## config.mk

```make
export PLATFORM = sky130hd
export DESIGN_NAME = gsp_top
export DESIGN_NICKNAME = d
export VERILOG_FILES = /design/src/verilog/unused_never.sv /design/src/verilog/gsp_pkg.sv /design/src/verilog/gsp_fifo.sv /design/src/verilog/gsp_top.sv
export SDC_FILE = /design/constraint.sdc
export NUM_CORES = 1
export LEC_CHECK = 0
export BUFFER_PORTS_ARGS = -buffer_cell sky130_fd_sc_hd__buf_4
export CAP_MARGIN = 20
export CORE_MARGIN = 10
export CORE_UTILIZATION = 56
export CTS_CLUSTER_DIAMETER = 50
export CTS_CLUSTER_SIZE = 28
export DETAILED_ROUTE_END_ITERATION = 16
export MAX_ROUTING_LAYER = met4
export PLACE_DENSITY = 0.75
export SYNTH_ARGS = -nofsm -noshare
export SYNTH_HDL_FRONTEND = slang
export SYNTH_SLANG_ARGS = --single-unit
```

## constraint.sdc

```tcl
create_clock -name clk_sys_i -period 4.2 [get_ports clk_sys_i]
set_clock_uncertainty 0.1 [all_clocks]
set_input_delay 0 -clock clk_sys_i [delete_from_list [all_inputs] [get_ports clk_sys_i]]
set_output_delay 0 -clock clk_sys_i [all_outputs]
set_load 0.01 [all_outputs]
```

## src/verilog/unused_never.sv

```systemverilog
`default_nettype none
`default_nettype wire
```

## src/verilog/gsp_pkg.sv

```systemverilog
`default_nettype none
package gsp_pkg;
  // ********************************
  // Word layout
  // ********************************
  localparam int GSP_WORD_W = 10;
  localparam int GSP_HALF_W = 5;
  localparam int GSP_CNT_W = 4;

  typedef struct packed {
    logic [GSP_HALF_W-1:0] hi;
    logic [GSP_HALF_W-1:0] lo;
  } gsp_word_t;

  localparam gsp_word_t GSP_WORD_RST = '{hi: 5'h00, lo: 5'h00};

  // ********************************
  // Timing
  // ********************************
  localparam int GSP_CLK_PERIOD_NS = 20;
  localparam int GSP_BIT_MULT = 10;
  localparam int GSP_TX_LAT_MIN_BITS = 19;
  localparam int GSP_TX_LAT_MAX_BITS = 20;
  localparam int GSP_TX_LAT_DDR_MIN_BITS = 30;
  localparam logic [GSP_CNT_W-1:0] GSP_LAST_BIT = 4'h9;
  localparam logic [GSP_CNT_W-1:0] GSP_HALF_BIT = 4'h5;
  localparam logic [GSP_CNT_W-1:0] GSP_COMMA_END_BIT = 4'h6;
  localparam logic [GSP_CNT_W-1:0] GSP_COMMA_NEXT_BIT = 4'h7;
  localparam logic [GSP_CNT_W-1:0] GSP_CNT_RST = 4'h0;

  // ********************************
  // Comma pattern as it sits in the shifter, newest bit on top
  // ********************************
  localparam int GSP_COMMA_W = 7;
  localparam logic [GSP_COMMA_W-1:0] GSP_COMMA_SHIFTED = 7'h7C;

  // ********************************
  // Buffering
  // ********************************
  localparam int GSP_FIFO_DEPTH = 8;

  // ********************************
  // States
  // ********************************
  typedef enum logic [1:0] {
    GSP_TX_IDLE = 2'h0,
    GSP_TX_SHIFT = 2'h1
  } gsp_tx_state_t;

  typedef enum logic [1:0] {
    GSP_RX_HUNT = 2'h0,
    GSP_RX_FRAMED = 2'h1
  } gsp_rx_state_t;
endpackage
`default_nettype wire

```

## src/verilog/gsp_fifo.sv

```systemverilog
`timescale 1ns/1ps
`default_nettype none
module gsp_fifo #(
  parameter int WIDTH = 10,
  parameter int DEPTH = 8
) (
  input wire logic clk_sys_i,
  input wire logic reset_i,
  input wire logic ce_i,
  input wire logic [WIDTH-1:0] in_data_i,
  input wire logic in_valid_i,
  output logic in_ready_o,
  output logic [WIDTH-1:0] out_data_o,
  output logic out_valid_o,
  input wire logic out_ready_i
);
  localparam int AW = $clog2(DEPTH);
  localparam logic [AW:0] DEPTH_CNT = (AW+1)'(DEPTH);
  localparam logic [AW:0] ONE = (AW+1)'(1);

  logic [WIDTH-1:0] mem_q [DEPTH];
  logic [AW-1:0] wr_q, wr_d, rd_q, rd_d;
  logic [AW:0] cnt_q, cnt_d;
  logic push, pop;

  // ********************************
  // Pointers
  // ********************************
  assign in_ready_o = (cnt_q != DEPTH_CNT);
  assign out_valid_o = (cnt_q != '0);
  assign out_data_o = mem_q[rd_q];
  assign push = in_valid_i && in_ready_o;
  assign pop = out_valid_o && out_ready_i;

  always_comb begin
    wr_d = wr_q;
    rd_d = rd_q;
    cnt_d = cnt_q;
    if (push) begin
      wr_d = (wr_q == AW'(DEPTH-1)) ? '0 : wr_q + AW'(1);
    end
    if (pop) begin
      rd_d = (rd_q == AW'(DEPTH-1)) ? '0 : rd_q + AW'(1);
    end
    if (push && !pop) begin
      cnt_d = cnt_q + ONE;
    end else if (pop && !push) begin
      cnt_d = cnt_q - ONE;
    end
  end

  always_ff @(posedge clk_sys_i) begin
    if (reset_i) begin
      wr_q <= '0;
      rd_q <= '0;
      cnt_q <= '0;
    end else if (ce_i) begin
      wr_q <= wr_d;
      rd_q <= rd_d;
      cnt_q <= cnt_d;
    end
  end

  // Storage needs no reset; empty flag guards reads
  always_ff @(posedge clk_sys_i) begin
    if (ce_i && push) begin
      mem_q[wr_q] <= in_data_i;
    end
  end
endmodule
`default_nettype wire

```

## src/verilog/gsp_top.sv

```systemverilog
`timescale 1ns/1ps
`default_nettype none
// What this block does
// - Width select low gives 10-bit mode, high gives 5-bit double-rate mode.
// - 10-bit mode captures a whole transmit word on each reference clock rise.
// - Bit shifting runs one bit per system clock; one word per ten clocks.
// - Serial output sends each word bit 0 first, bit 9 last.
// - Double-rate mode uses five low data bits, taken on both reference edges.
// - Bits 0-4 arrive on the rising edge, bits 5-9 on the falling edge.
// - The two halves join into one 10-bit word before serialising.
// - 10-bit mode load to bit 9 sent takes 19 to 20 bit times; the code takes 13 to 14 clocks from the pin edge when its buffer is empty.
// - Double-rate mode load to bit 9 sent takes at least 30 bit times; the code takes 13 to 14 clocks from the falling edge with an empty buffer.
// - Receive data is retimed by the local sampling clock, no forwarded clock.
// - Receiver starts framing by itself, with no prelock phase or command.
// - Receiver deserialises, frames to 10-bit words, outputs them with byte clocks.
// - Both receive byte clocks stay low during reset.
// - Serial transmit pair is undriven while powering up.
// - 10-bit mode rate select: low two half-rate clocks, high one full-rate.
// - Half-rate clocks are opposite in phase; second clock low in full rate.
// - Double-rate receive shows bits 0-4 on clock rise, 5-9 on fall.
// - With alignment enabled, comma 0011111 realigns words and pulses detect flag.
module gsp_top
  import gsp_pkg::*;
#(
  parameter int FIFO_DEPTH = GSP_FIFO_DEPTH
) (
  input wire logic clk_sys_i,
  input wire logic reset_i,
  input wire logic ce_i,
  input wire logic reference_clock_in_i,
  input wire logic interface_width_select_i,
  input wire logic recv_clock_rate_select_i,
  input wire logic comma_align_enable_i,
  input wire logic [GSP_WORD_W-1:0] transmit_word_bits_i,
  output logic tx_ready_o,
  output logic serial_out_pos_o,
  output logic serial_out_neg_o,
  output logic serial_out_oe_n_o,
  input wire logic serial_in_pos_i,
  input wire logic serial_in_neg_i,
  output logic [GSP_WORD_W-1:0] receive_word_bits_o,
  output logic recv_byte_clock_a_o,
  output logic recv_byte_clock_b_o,
  output logic comma_detect_o
);
  // ********************************
  // Pin synchronisers
  // ********************************
  localparam int SYNC_W = GSP_WORD_W + 5;
  logic [SYNC_W-1:0] sync1_q, sync2_q, sync_pins;
  logic ref_d1_q;
  logic ref_s, ddr_s, full_s, align_s, rxb_s;
  logic [GSP_WORD_W-1:0] td_s;

  assign sync_pins = {reference_clock_in_i, interface_width_select_i,
                      recv_clock_rate_select_i, comma_align_enable_i,
                      serial_in_pos_i & ~serial_in_neg_i, transmit_word_bits_i};
  assign {ref_s, ddr_s, full_s, align_s, rxb_s, td_s} = sync2_q;

  always_ff @(posedge clk_sys_i) begin
    if (reset_i) begin
      sync1_q <= '0;
      sync2_q <= '0;
      ref_d1_q <= 1'b0;
    end else if (ce_i) begin
      sync1_q <= sync_pins;
      sync2_q <= sync1_q;
      ref_d1_q <= ref_s;
    end
  end

  logic ref_rise, ref_fall;
  assign ref_rise = ref_s && !ref_d1_q;
  assign ref_fall = !ref_s && ref_d1_q;

  // ********************************
  // Transmit capture
  // ********************************
  logic [GSP_HALF_W-1:0] lo_q, lo_d;
  logic have_lo_q, have_lo_d;
  gsp_word_t cap_word;
  logic cap_valid, fifo_in_ready;

  always_comb begin
    lo_d = lo_q;
    have_lo_d = have_lo_q;
    cap_word = gsp_word_t'(td_s);
    cap_valid = 1'b0;
    if (ddr_s) begin
      if (ref_rise) begin
        lo_d = td_s[GSP_HALF_W-1:0];
        have_lo_d = 1'b1;
      end else if (ref_fall && have_lo_q) begin
        cap_word = '{hi: td_s[GSP_HALF_W-1:0], lo: lo_q};
        cap_valid = 1'b1;
        have_lo_d = 1'b0;
      end
    end else begin
      have_lo_d = 1'b0;
      cap_valid = ref_rise;
    end
  end

  always_ff @(posedge clk_sys_i) begin
    if (reset_i) begin
      lo_q <= '0;
      have_lo_q <= 1'b0;
      tx_ready_o <= 1'b0;
    end else if (ce_i) begin
      lo_q <= lo_d;
      have_lo_q <= have_lo_d;
      tx_ready_o <= fifo_in_ready;
    end
  end

  // ********************************
  // Transmit buffer
  // ********************************
  logic [GSP_WORD_W-1:0] fifo_out;
  logic fifo_out_valid, fifo_pop;

  gsp_fifo #(
    .WIDTH(GSP_WORD_W),
    .DEPTH(FIFO_DEPTH)
  ) u_tx_fifo (
    .clk_sys_i(clk_sys_i),
    .reset_i(reset_i),
    .ce_i(ce_i),
    .in_data_i(cap_word),
    .in_valid_i(cap_valid),
    .in_ready_o(fifo_in_ready),
    .out_data_o(fifo_out),
    .out_valid_o(fifo_out_valid),
    .out_ready_i(fifo_pop)
  );

  // ********************************
  // Serialiser
  // ********************************
  // One bit per system clock stands in for the tenfold bit clock; the
  // buffer absorbs the rate gap and back-pressures through tx_ready_o
  gsp_tx_state_t tx_st_q, tx_st_d;
  logic [GSP_WORD_W-1:0] tx_sh_q, tx_sh_d;
  logic [GSP_CNT_W-1:0] tx_cnt_q, tx_cnt_d;
  logic tx_bit_d, oe_n_d;

  always_comb begin
    tx_st_d = tx_st_q;
    tx_sh_d = tx_sh_q;
    tx_cnt_d = tx_cnt_q;
    fifo_pop = 1'b0;
    oe_n_d = serial_out_oe_n_o;
    tx_bit_d = serial_out_pos_o;
    case (tx_st_q)
      GSP_TX_IDLE: begin
        if (fifo_out_valid) begin
          fifo_pop = 1'b1;
          tx_sh_d = fifo_out;
          tx_cnt_d = GSP_CNT_RST;
          tx_st_d = GSP_TX_SHIFT;
        end
      end
      GSP_TX_SHIFT: begin
        tx_bit_d = tx_sh_q[0];
        oe_n_d = 1'b0;
        tx_sh_d = {1'b0, tx_sh_q[GSP_WORD_W-1:1]};
        tx_cnt_d = tx_cnt_q + 4'h1;
        if (tx_cnt_q == GSP_LAST_BIT) begin
          tx_cnt_d = GSP_CNT_RST;
          if (fifo_out_valid) begin
            fifo_pop = 1'b1;
            tx_sh_d = fifo_out;
          end else begin
            tx_st_d = GSP_TX_IDLE;
          end
        end
      end
      default: begin
        tx_st_d = GSP_TX_IDLE;
      end
    endcase
  end

  always_ff @(posedge clk_sys_i) begin
    if (reset_i) begin
      tx_st_q <= GSP_TX_IDLE;
      tx_sh_q <= '0;
      tx_cnt_q <= GSP_CNT_RST;
      serial_out_pos_o <= 1'b0;
      serial_out_neg_o <= 1'b0;
      serial_out_oe_n_o <= 1'b1;
    end else if (ce_i) begin
      tx_st_q <= tx_st_d;
      tx_sh_q <= tx_sh_d;
      tx_cnt_q <= tx_cnt_d;
      serial_out_pos_o <= tx_bit_d;
      serial_out_neg_o <= ~tx_bit_d;
      serial_out_oe_n_o <= oe_n_d;
    end
  end

  // ********************************
  // Deserialiser and word framing
  // ********************************
  gsp_rx_state_t rx_st_q, rx_st_d;
  logic [GSP_WORD_W-1:0] rx_sh_q, rx_sh_d;
  logic [GSP_CNT_W-1:0] rx_cnt_q, rx_cnt_d;
  logic comma_pend_q, comma_pend_d;
  logic word_done, word_comma, comma_seen;

  always_comb begin
    rx_st_d = rx_st_q;
    rx_cnt_d = rx_cnt_q + 4'h1;
    comma_pend_d = comma_pend_q;
    word_done = 1'b0;
    word_comma = 1'b0;
    rx_sh_d = {rxb_s, rx_sh_q[GSP_WORD_W-1:1]};
    comma_seen = align_s &&
      (rx_sh_d[GSP_WORD_W-1 -: GSP_COMMA_W] == GSP_COMMA_SHIFTED);
    if (comma_seen) begin
      comma_pend_d = 1'b1;
      rx_st_d = GSP_RX_FRAMED;
      if (rx_cnt_q != GSP_COMMA_END_BIT) begin
        // Partial word in flight is dropped so the comma lands on bit 0
        rx_cnt_d = GSP_COMMA_NEXT_BIT;
      end
    end
    if (rx_cnt_q == GSP_LAST_BIT && !(comma_seen && rx_cnt_q != GSP_COMMA_END_BIT)) begin
      word_done = 1'b1;
      word_comma = comma_pend_q;
      comma_pend_d = 1'b0;
      rx_cnt_d = GSP_CNT_RST;
    end
    if (rx_st_q != GSP_RX_HUNT && rx_st_q != GSP_RX_FRAMED) begin
      rx_st_d = GSP_RX_HUNT;
    end
  end

  always_ff @(posedge clk_sys_i) begin
    if (reset_i) begin
      rx_st_q <= GSP_RX_HUNT;
      rx_sh_q <= '0;
      rx_cnt_q <= GSP_CNT_RST;
      comma_pend_q <= 1'b0;
    end else if (ce_i) begin
      rx_st_q <= rx_st_d;
      rx_sh_q <= rx_sh_d;
      rx_cnt_q <= rx_cnt_d;
      comma_pend_q <= comma_pend_d;
    end
  end

  // ********************************
  // Receive output and byte clocks
  // ********************************
  // Clocks stall in their state while framing slips, but the word count can jump ahead,
  // so a realign can stretch or shorten the current byte clock phase
  logic [GSP_WORD_W-1:0] rx_word_q, rx_word_d, rd_d;
  logic [GSP_CNT_W-1:0] ph_q, ph_d;
  logic rbc_a_d, rbc_b_d, comma_d, half_tgl_q, half_tgl_d;

  always_comb begin
    rx_word_d = rx_word_q;
    ph_d = (ph_q == GSP_LAST_BIT) ? ph_q : ph_q + 4'h1;
    half_tgl_d = half_tgl_q;
    rd_d = receive_word_bits_o;
    rbc_a_d = recv_byte_clock_a_o;
    rbc_b_d = 1'b0;
    comma_d = comma_detect_o;
    if (word_done) begin
      rx_word_d = rx_sh_d;
      ph_d = GSP_CNT_RST;
      half_tgl_d = ~half_tgl_q;
      comma_d = word_comma;
    end
    if (ddr_s) begin
      if (word_done) begin
        rd_d = {5'h00, rx_sh_d[GSP_HALF_W-1:0]};
        rbc_a_d = 1'b1;
      end else if (ph_q == GSP_HALF_BIT - 4'h1) begin
        rd_d = {5'h00, rx_word_q[GSP_WORD_W-1:GSP_HALF_W]};
        rbc_a_d = 1'b0;
      end
    end else if (full_s) begin
      if (word_done) begin
        rd_d = rx_sh_d;
        rbc_a_d = 1'b1;
      end else if (ph_q == GSP_HALF_BIT - 4'h1) begin
        rbc_a_d = 1'b0;
      end
    end else begin
      // Half rate: one clock edge per word, b rises with even words
      // Clocks wait for the first framed word, so mode settling after
      // reset cannot give a short first phase
      rbc_b_d = recv_byte_clock_b_o;
      if (word_done) begin
        rd_d = rx_sh_d;
        rbc_a_d = half_tgl_d;
        rbc_b_d = ~half_tgl_d;
      end
    end
  end

  always_ff @(posedge clk_sys_i) begin
    if (reset_i) begin
      rx_word_q <= '0;
      ph_q <= GSP_LAST_BIT;
      half_tgl_q <= 1'b1;
      receive_word_bits_o <= '0;
      recv_byte_clock_a_o <= 1'b0;
      recv_byte_clock_b_o <= 1'b0;
      comma_detect_o <= 1'b0;
    end else if (ce_i) begin
      rx_word_q <= rx_word_d;
      ph_q <= ph_d;
      half_tgl_q <= half_tgl_d;
      receive_word_bits_o <= rd_d;
      recv_byte_clock_a_o <= rbc_a_d;
      recv_byte_clock_b_o <= rbc_b_d;
      comma_detect_o <= comma_d;
    end
  end
endmodule
`default_nettype wire

```

# == Word-level counts from Yosys, hierarchy flattened ==
# Memories as Yosys holds them, arrays and structs flattened. A register that Yosys moved wholly into a read port is not among the register bits.
# Cells that the tools add are included.
# op_classes
n_addsub,7
eq_ne,15
n_mux,54
bitwise,5
n_reduce_logical,37
# op_table
cell,count
10-bit two-way mux,10
4-bit two-way mux,9
1-bit two-way mux,24
10-bit one-hot mux with 2 select lines,1
2-bit AND reduction,9
4-bit by 1-bit adder with 4-bit output (second input constant),4
4-bit == test (second input constant),3
3-bit two-way mux,4
1-bit logical AND,11
2-bit nonzero test,5
3-bit AND reduction,3
4-bit one-hot mux with 2 select lines,1
7-bit == test (second input constant),1
3-bit by 1-bit adder with 3-bit output (second input constant),2
3-bit == test (second input constant),2
2-bit two-way mux,3
2-bit inequality test (second input constant),3
1-bit zero test,5
4-bit by 3-bit == test with 1-bit output (second input constant),1
4-bit by 3-bit inequality test with 1-bit output (second input constant),1
4-bit inequality test (second input constant),1
1-bit inverter,4
2-bit one-hot mux with 2 select lines,1
4-bit AND reduction,1
other kinds (9),9
# totals
regBits,110
ramBits,80
mem_count,1
# mem_list
name,words,width,rd,rd_clocked_by_memory_dff,wr,line,rtl
u_tx_fifo.mem_q,8,10,1,1,1,gsp_fifo.sv:21,logic [WIDTH-1:0] mem_q [DEPTH];

# == Longest topological paths before layout ==
# Gate-level depths: netlist (run 1).
# depth
depth_word,11
ltp_mapped,12
mapped_depth_nobuf,12

# == By module ==
# A second synthesis (run 1) with hierarchy kept.
# hier_totals
cells_unflattened,608
area_unflattened_um2,7813.7
# modules_own_cells
module,instances,cells_per_inst,area_per_inst_um2,seq_area_each_um2
gsp_top,1,420,4068.9,1861.8
gsp_fifo,1,188,3744.8,2662.6

# == Worst setup path after synthesis (run 1) ==
# OpenSTA, ideal clock, no wires.
# synth_timing
path_kind,flip-flop to flip-flop
from,register sync2_q[14]
to,"memory u_tx_fifo.mem_q[0][0], enable pin"
setup_ns,0.403
arrival_ns,2.168
required_time_ns,3.697
slack_ns,1.528
stages_incl_launch_ff,5
path_buffers,1
synth_period_minus_slack_ns,2.672
cell_sequence,dfxtp_1 > or3b_1 > a211o_1 > buf_6 > nor4_1
# synth_between
elab_chain_cells,10
word_cells_on_any_way,11
classes_between,5 x mux; 6 x reduce/logical
# synth_lines
item,line,rtl
from (decl),gsp_top.sv:50,"logic [SYNC_W-1:0] sync1_q, sync2_q, sync_pins;"
from (signal assigned),gsp_top.sv:67,sync2_q <= sync1_q;
1-bit zero test,gsp_top.sv:74,assign ref_fall = !ref_s && ref_d1_q;
1-bit logical AND,gsp_top.sv:74,
1-bit logical AND,gsp_top.sv:93,end else if (ref_fall && have_lo_q) begin
1-bit two-way mux,gsp_top.sv:93,
1-bit two-way mux,gsp_top.sv:90,if (ref_rise) begin
1-bit two-way mux *,gsp_top.sv:89,if (ddr_s) begin
1-bit logical AND *,gsp_fifo.sv:32,assign push = in_valid_i && in_ready_o;
1-bit logical AND *,gsp_fifo.sv:66,if (ce_i && push) begin
1-bit two-way mux *,gsp_fifo.sv:66,
1-bit two-way mux (not written as such) *,gsp_fifo.sv:67,mem_q[wr_q] <= in_data_i;
to (decl),gsp_fifo.sv:21,
# Mark *: on every way between the ends. The rest lies on a longest branch, timed or not.

# == Worst setup path in the final report (run 1) ==
# layout_timing
from,register sync2_q[13]
to,register u_tx_fifo.cnt_q[3]
# layout_between
elab_chain_cells,6
word_cells_on_any_way,8
classes_between,2 x mux; 6 x reduce/logical
# layout_lines
item,line,rtl
1-bit two-way mux *,gsp_top.sv:89,
1-bit logical AND *,gsp_fifo.sv:32,
1-bit zero test,gsp_fifo.sv:47,end else if (pop && !push) begin
1-bit logical AND,gsp_fifo.sv:47,
2-bit nonzero test (no source line),-,
2-bit AND reduction (no source line),-,
to (signal assigned),gsp_fifo.sv:60,cnt_q <= cnt_d;
to (decl),gsp_fifo.sv:23,"logic [AW:0] cnt_q, cnt_d;"
# Marks and branches as above.
# A chain may end at the register's enable or synchronous reset.

==> results of run 1 <==
[registers in the layout, summed over array words and instances (netlist names), 5 cells and up, named ones only]
register	flops
sync2_q	15
tx_sh_q	10
u_tx_fifo.mem_q	80
receive_word_bits_o	10
sync1_q	15
lo_q	5
rx_sh_q	9
rx_word_q	5
[routing by layer]
metal | wire length (µm) | up-vias | GRT usage (%)
li1 | - | 2492 | -
met1 | 7002 | 2493 | 23.00
met2 | 7287 | 114 | 25.65
met3 | 619 | 23 | 3.714
met4 | 320 | 0 | 7.201
met5 | 0 | - | -
[worst reg2reg max path: stages (launching register included)]
cell      delay, ps
dfxtp_1         550
nand4b_1        500
a21oi_1         360
ha_1            200
inv_1           100
ha_1            310
a21o_1          180
a21oi_1         190
mux2i_1         230
mux2_2          350
[logic make-up (layout without fill, tap and decap cells)]
family / after synthesis / after routing / synth area share (%)
buf+inv: 56 / 109 / 3.172
simple gates: 196 / 196 / 11.67
flops: 186 / 186 / 58.53
compound gates: 104 / 104 / 9.178
mux: 106 / 106 / 14.42
fa+ha+maj: 16 / 16 / 2.687
xor+xnor: 3 / 3 / 0.3400
[power breakdown]
group	internal, mW	switching (mW)
clock	0.819	0.660
combinational	0.320	0.387
sequential	1.98	0.130
[cell usage in the layout (no fill, tap or decap), types with 3 or more instances in the layout]
cell             n
o21a_1           3
nand3b_1         8
mux4_2           4
edfxtp_1        80
nand4_1          3
dlygate4sd3_1   17
o221a_2          5
nor2b_1          4
a211oi_1         3
buf_4           42
nand3_1         12
a21oi_1         35
nand2_1         59
a22oi_1         19
nor3_1           8
clkinvlp_4       3
a21oi_2          3
inv_1           18
nand2b_1         3
clkinv_4         3
nor2_1          79
o21ai_0         15
mux2i_1         99
clkbuf_16       17
ha_1            15
nand4b_1         3
dfxtp_1        105
mux2_2           3
clkinv_1         3
[cell type report]
cell class                 count  area (µm²)  area share [%]
clock buffer                  19       432.9           4.910
clock inverter                13       118.9           1.348
inverter                      18       67.56          0.7663
multi-input combinational    425        2967           33.65
sequential                   186        4526           51.33
tap                          176       220.2           2.498
timing repair buffer          59       485.5           5.506
[worst min-delay path by stage]
stage	endpoint	slack, ps	startpoint
2_1_floorplan	sync1_q[0]$_SDFFE_PP0P_	50	transmit_word_bits_i[0]
3_3_place_gp	sync1_q[7]$_SDFFE_PP0P_	130	transmit_word_bits_i[7]
3_5_place_dp	sync1_q[8]$_SDFFE_PP0P_	140	transmit_word_bits_i[8]
4_1_cts	serial_out_neg_o$_SDFFE_PP0P_	40	reset_i
5_1_grt	rx_sh_q[9]$_SDFFE_PP0P_	90	reset_i
6_report	serial_out_neg_o$_SDFFE_PP0P_	30	reset_i
[timing repair]
action	in CTS	in global routing
hold buffers	17	0
hold endpoints to repair	24	0
endpoints found under the setup margin	0	0
[stage by stage]
stage / utilization, % / hold WS (ps)
4_1_cts: 65.80 / 41.07
2_1_floorplan: - / 47.16
3_5_place_dp: 60.41 / 141.7
6_report: 65.80 / 33.63
5_1_grt: 65.80 / 86.64
3_3_place_gp: 60.41 / 134.9
==> flow_summary.yaml, run 1 <==
synthesis:
  synth_nets: 702
  synthTopCellsByCount: "dfxtp_1, mux2i_1, edfxtp_1"
  syn_avg_cell_area_um2: 11.59
  synth_area_um2: 7730
  synth_seq_area_share_pct: 58.53
  synth_enable_flop_cells: 80
  synth_seq_cells: 186
  yosysWarningCount: 0
  synth_cell_types: 60
  yosysMostFrequentCell: "dfxtp_1"
  synth.area.top_cells: "edfxtp_1, dfxtp_1, mux2i_1, nor2_1, nand2_1"
  synth_flop_cell: "dfxtp_1"
  synthCells: 667
  netlist.area_leader.share_pct: 31.08
  async_flop_share_pct: 0
  synth_top_cell_by_area: "edfxtp_1"
setup_path:
  cp_cell_sequence: "nand4b_1 -> a21oi_1 -> ha_1 -> inv_1 -> ha_1 -> a21o_1 -> a21oi_1 -> mux2i_1 -> mux2_2"
  required_ps: 4420
  rrSetupSlack_ps: 1020
  setup.worst_path.end: "u_tx_fifo.cnt_q[3]$_SDFFE_PP0P_"
  start_kind: "register"
  r2r_cells: 9
  cp_num_buf_inv: 1
  r2r-start: "sync2_q[13]$_SDFFE_PP0P_"
  crit_start: "sync2_q[13]$_SDFFE_PP0P_"
  crit_path_max_incr_delay_ps: 550
  critPathKind: "register to register"
  endpoint_kind: "register"
  worstPathMaxFanout: 13
  r2r_end: "u_tx_fifo.cnt_q[3]$_SDFFE_PP0P_"
  critPathTopFamily: "compound AO/OA/AOI/OAI gates"
  slowest_stage: "dfxtp_1"
  worstPathArrival_ps: 3400
  cp.depth: 9
cts:
  clk_latency_ps: 430
  cts_sinks: 186
  cts_tree: "built"
  cts_root_buf: "clkbuf_16"
  clk_pin_slew_ps: 60
  max-clock-path-buffers: 2
  cts_resized: 0
  cts_buffers: 17
  postCtsSetupBuffers: 0
  htreeDepth: 4
layout:
  n_antenna_cell: 0
  final_cells: 896
  fillerInstances: 983
  drive_gt1_share_pct: 13.19
  area_delta_synth_final_pct: 14.07
  fin_area_um2: 8817
  final_nets: 742
route:
  drtIter0Drc: 525
  wl_um: 15230
  route.detailed.drc: 0
  vias: 5122
  vias_per_cell: 5.717
  drt_first_pass_iters: 6
  ant_nets: 0
  wire_per_inst_um: 17.00
power:
  power.total_mw: 4.294
  powerDensity_nw_per_um2: 487.1
  ir_drop_mv: 0.3072
  total_leakage_power_nw: 3.446
timing:
  fin_crit_sh_pct: 75.64
  finalSetupTns_ps: 0
  maxSlewHeadroom_pct: 34.09
  tightest_slew_ps: 985.1
  post-route-min-period_ps: 3177
  hold_viol: 0
  slew_violations: 0
  rsz0062_at_grt: "false"
  fmax_mhz: 314.8
  setup_violations: 0
  worst_slack_ps: 1023
die:
  dieHeight_um: 137.5
  initial_core_util_pct: 57.68
  die_w_um: 137.5
  row_count: 42
  io_pins: 36
  core_um2: 13400
  die-area_um2: 18900
placed_design:
  port_buffers: 35
  place_area_um2: 8095
  gp_congestion: 0.7983
  dp_slack_ps: 1061
  dp.cells: 847
  dpl.hpwl_um: 10250
global_route:
  grt_max_degree: 81
  grt_overflow: 0
  grt_pass1_vias: 4960
  antenna_found_initial: 0
  grt_pass1_wl_um: 25220
  grt_usage_pct: 17.44
min_path:
  hold_path.class: "primary input to register"
  worstHoldPathCells: 2
flow_run:
  max_cap_viol_count: 0
outcome:
  status: "completed"
Note: power is estimated with default switching activity, not from simulation.
==> inputs of run 2 (changes only) <==
==> constraint.sdc (replaced) <==
create_clock -name clk_sys_i -period 3.15 [get_ports clk_sys_i]
set_clock_uncertainty 0.1 [all_clocks]
set_input_delay 0 -clock clk_sys_i [delete_from_list [all_inputs] [get_ports clk_sys_i]]
set_output_delay 0 -clock clk_sys_i [all_outputs]
set_load 0.01 [all_outputs]
==> run 2 against run 1 <==
Effect of this change:
- cell count increased by 0.89%
- final area increased by 1.3%
- setup slack got worse by 780 ps
==> flow_summary.yaml, run 2 (synthesized netlist as in run 1, its figures left out) <==
cts:
  max-clock-path-buffers: 2
  postCtsSetupBuffers: 0
  cts_root_buf: "clkbuf_16"
  cts_buffers: 17
  htreeDepth: 4
  cts_sinks: 186
  clk_latency_ps: 430
  cts_resized: 0
  clk_pin_slew_ps: 70
  cts_tree: "built"
layout:
  utilization_pct: 66.63
  top_register: "u_tx_fifo.mem_q"
  n_antenna_cell: 0
  fillerInstances: 982
  drive_gt1_share_pct: 14.29
  final_cells: 904
  largest_registers: "u_tx_fifo.mem_q x80, sync1_q x15, sync2_q x15"
  mostFrequentLayoutCell: "dfxtp_1"
  largest_reg_flops: 80
  final_cell_mix: "dfxtp_1, mux2i_1, edfxtp_1"
  area_delta_synth_final_pct: 15.51
  final_nets: 750
global_route:
  grt_pass1_vias: 5284
  grtUsageMet1_pct: 22.14
  use_met2_pct: 29.48
  antenna_found_initial: 0
  grtUsageMet3_pct: 3.824
  grt_max_degree: 80
  grt_overflow: 0
  grt_usage_pct: 18.17
  gr-max-usage-layer: "met2"
  grt_pass1_wl_um: 26520
placed_design:
  dpl.hpwl_um: 10320
  gp_congestion: 0.8167
  dp.cells: 854
  port_buffers: 35
timing:
  hold_viol: 0
  rsz0062_at_grt: "false"
  setup_violations: 0
  tightest_slew_ps: 826.6
  fin_crit_sh_pct: 92.22
  post-route-min-period_ps: 2905
  fmax_mhz: 344.2
  finalSetupTns_ps: 0
  maxSlewHeadroom_pct: 44.89
  slew_violations: 0
die:
  core_um2: 13400
  die-area_um2: 18900
  io_pins: 36
  row_count: 42
  dieHeight_um: 137.5
  initial_core_util_pct: 57.68
  die_w_um: 137.5
setup_path:
  start_kind: "register"
  worstPathArrival_ps: 3120
  crit_path_max_incr_delay_ps: 580
  worstPathMaxFanout: 6
  critPathTopFamily: "simple AND/OR/NAND/NOR gates"
  cp_num_buf_inv: 1
  required_ps: 3360
  critPathKind: "register to register"
  endpoint_kind: "register"
  cp_cell_sequence: "nor4b_1 -> a21oi_1 -> ha_1 -> inv_1 -> ha_1 -> a21o_1 -> a21oi_1 -> mux2i_1 -> mux2_2"
  slowest_stage: "nor4b_1"
min_path:
  hold_path.class: "primary input to register"
flow_run:
  max_cap_viol_count: 0
route:
  wire_per_inst_um: 17.77
  drtIter0Drc: 335
  vias: 5168
  ant_nets: 0
  wl_um: 16060
  vias_per_cell: 5.717
  drt_first_pass_iters: 5
  route.detailed.drc: 0
power:
  powerDensity_nw_per_um2: 663.5
  power.total_mw: 5.924
  ir_drop_mv: 0.4924
  total_leakage_power_nw: 3.512
outcome:
  status: "completed"
[run 2: power by group]
part	switching (mW)	internal, mW	total, mW
Combinational	0.528	0.428	0.956
Clock	0.913	1.25	2.16
Sequential	0.169	2.64	2.81
Total	1.61	4.31	5.92
[run 2: path summary, 6_finish.rpt]
check	from	endpoint	slack, ps	depth (start not counted)
worst max-delay path	u_tx_fifo.cnt_q[0]$_SDFFE_PP0P_	u_tx_fifo.cnt_q[3]$_SDFFE_PP0P_	250	9
worst min-delay path	transmit_word_bits_i[2]	sync1_q[2]$_SDFFE_PP0P_	250	4
worst max register to register	u_tx_fifo.cnt_q[0]$_SDFFE_PP0P_	u_tx_fifo.cnt_q[3]$_SDFFE_PP0P_	250	9
worst min register to register	serial_out_oe_n_o$_SDFFE_PP1P_	serial_out_oe_n_o$_SDFFE_PP1P_	350	2
[run 2: stage by stage]
stage / hold WS (ps) / setup slack, ps / area (µm²)
2_1_floorplan: 47.16 / 478.5 / 7730
3_3_place_gp: 132.9 / 407.2 / 8148
3_5_place_dp: 142.2 / 247.4 / 8148
4_1_cts: 243.0 / 218.4 / 8929
5_1_grt: 255.9 / 44.26 / 8929
6_report: 253.5 / 245.1 / 8929
[run 2: layout make-up]
type / count / area, µm² / area share, %
multi-input cells: 425 / 2967 / 33.23
clock inverters: 15 / 175.2 / 1.962
repair buffers: 67 / 548.0 / 6.138
flip-flops and latches: 186 / 4526 / 50.69
well taps: 176 / 220.2 / 2.466
clock buffers: 17 / 425.4 / 4.765
inverters: 18 / 67.56 / 0.7567
[run 2: worst register-to-register path, stage by stage, from the launching register on]
cell	delay (ps)
dfxtp_1	380
nor4b_1	580
a21oi_1	130
ha_1	240
inv_1	140
ha_1	260
a21o_1	180
a21oi_1	200
mux2i_1	240
mux2_2	350
[run 2: routing by layer]
metal | share of wire, % | routed length [µm]
met4 | 1.4 | 223
met5 | 0 | 0
met1 | 43 | 6985
met2 | 50 | 8092
met3 | 4.7 | 759
[run 2: what timing repair did]
item | in CTS | in global routing
endpoints found under the hold margin | 21 | 0
setup endpoints to repair | 0 | 0
hold buffers | 18 | 0
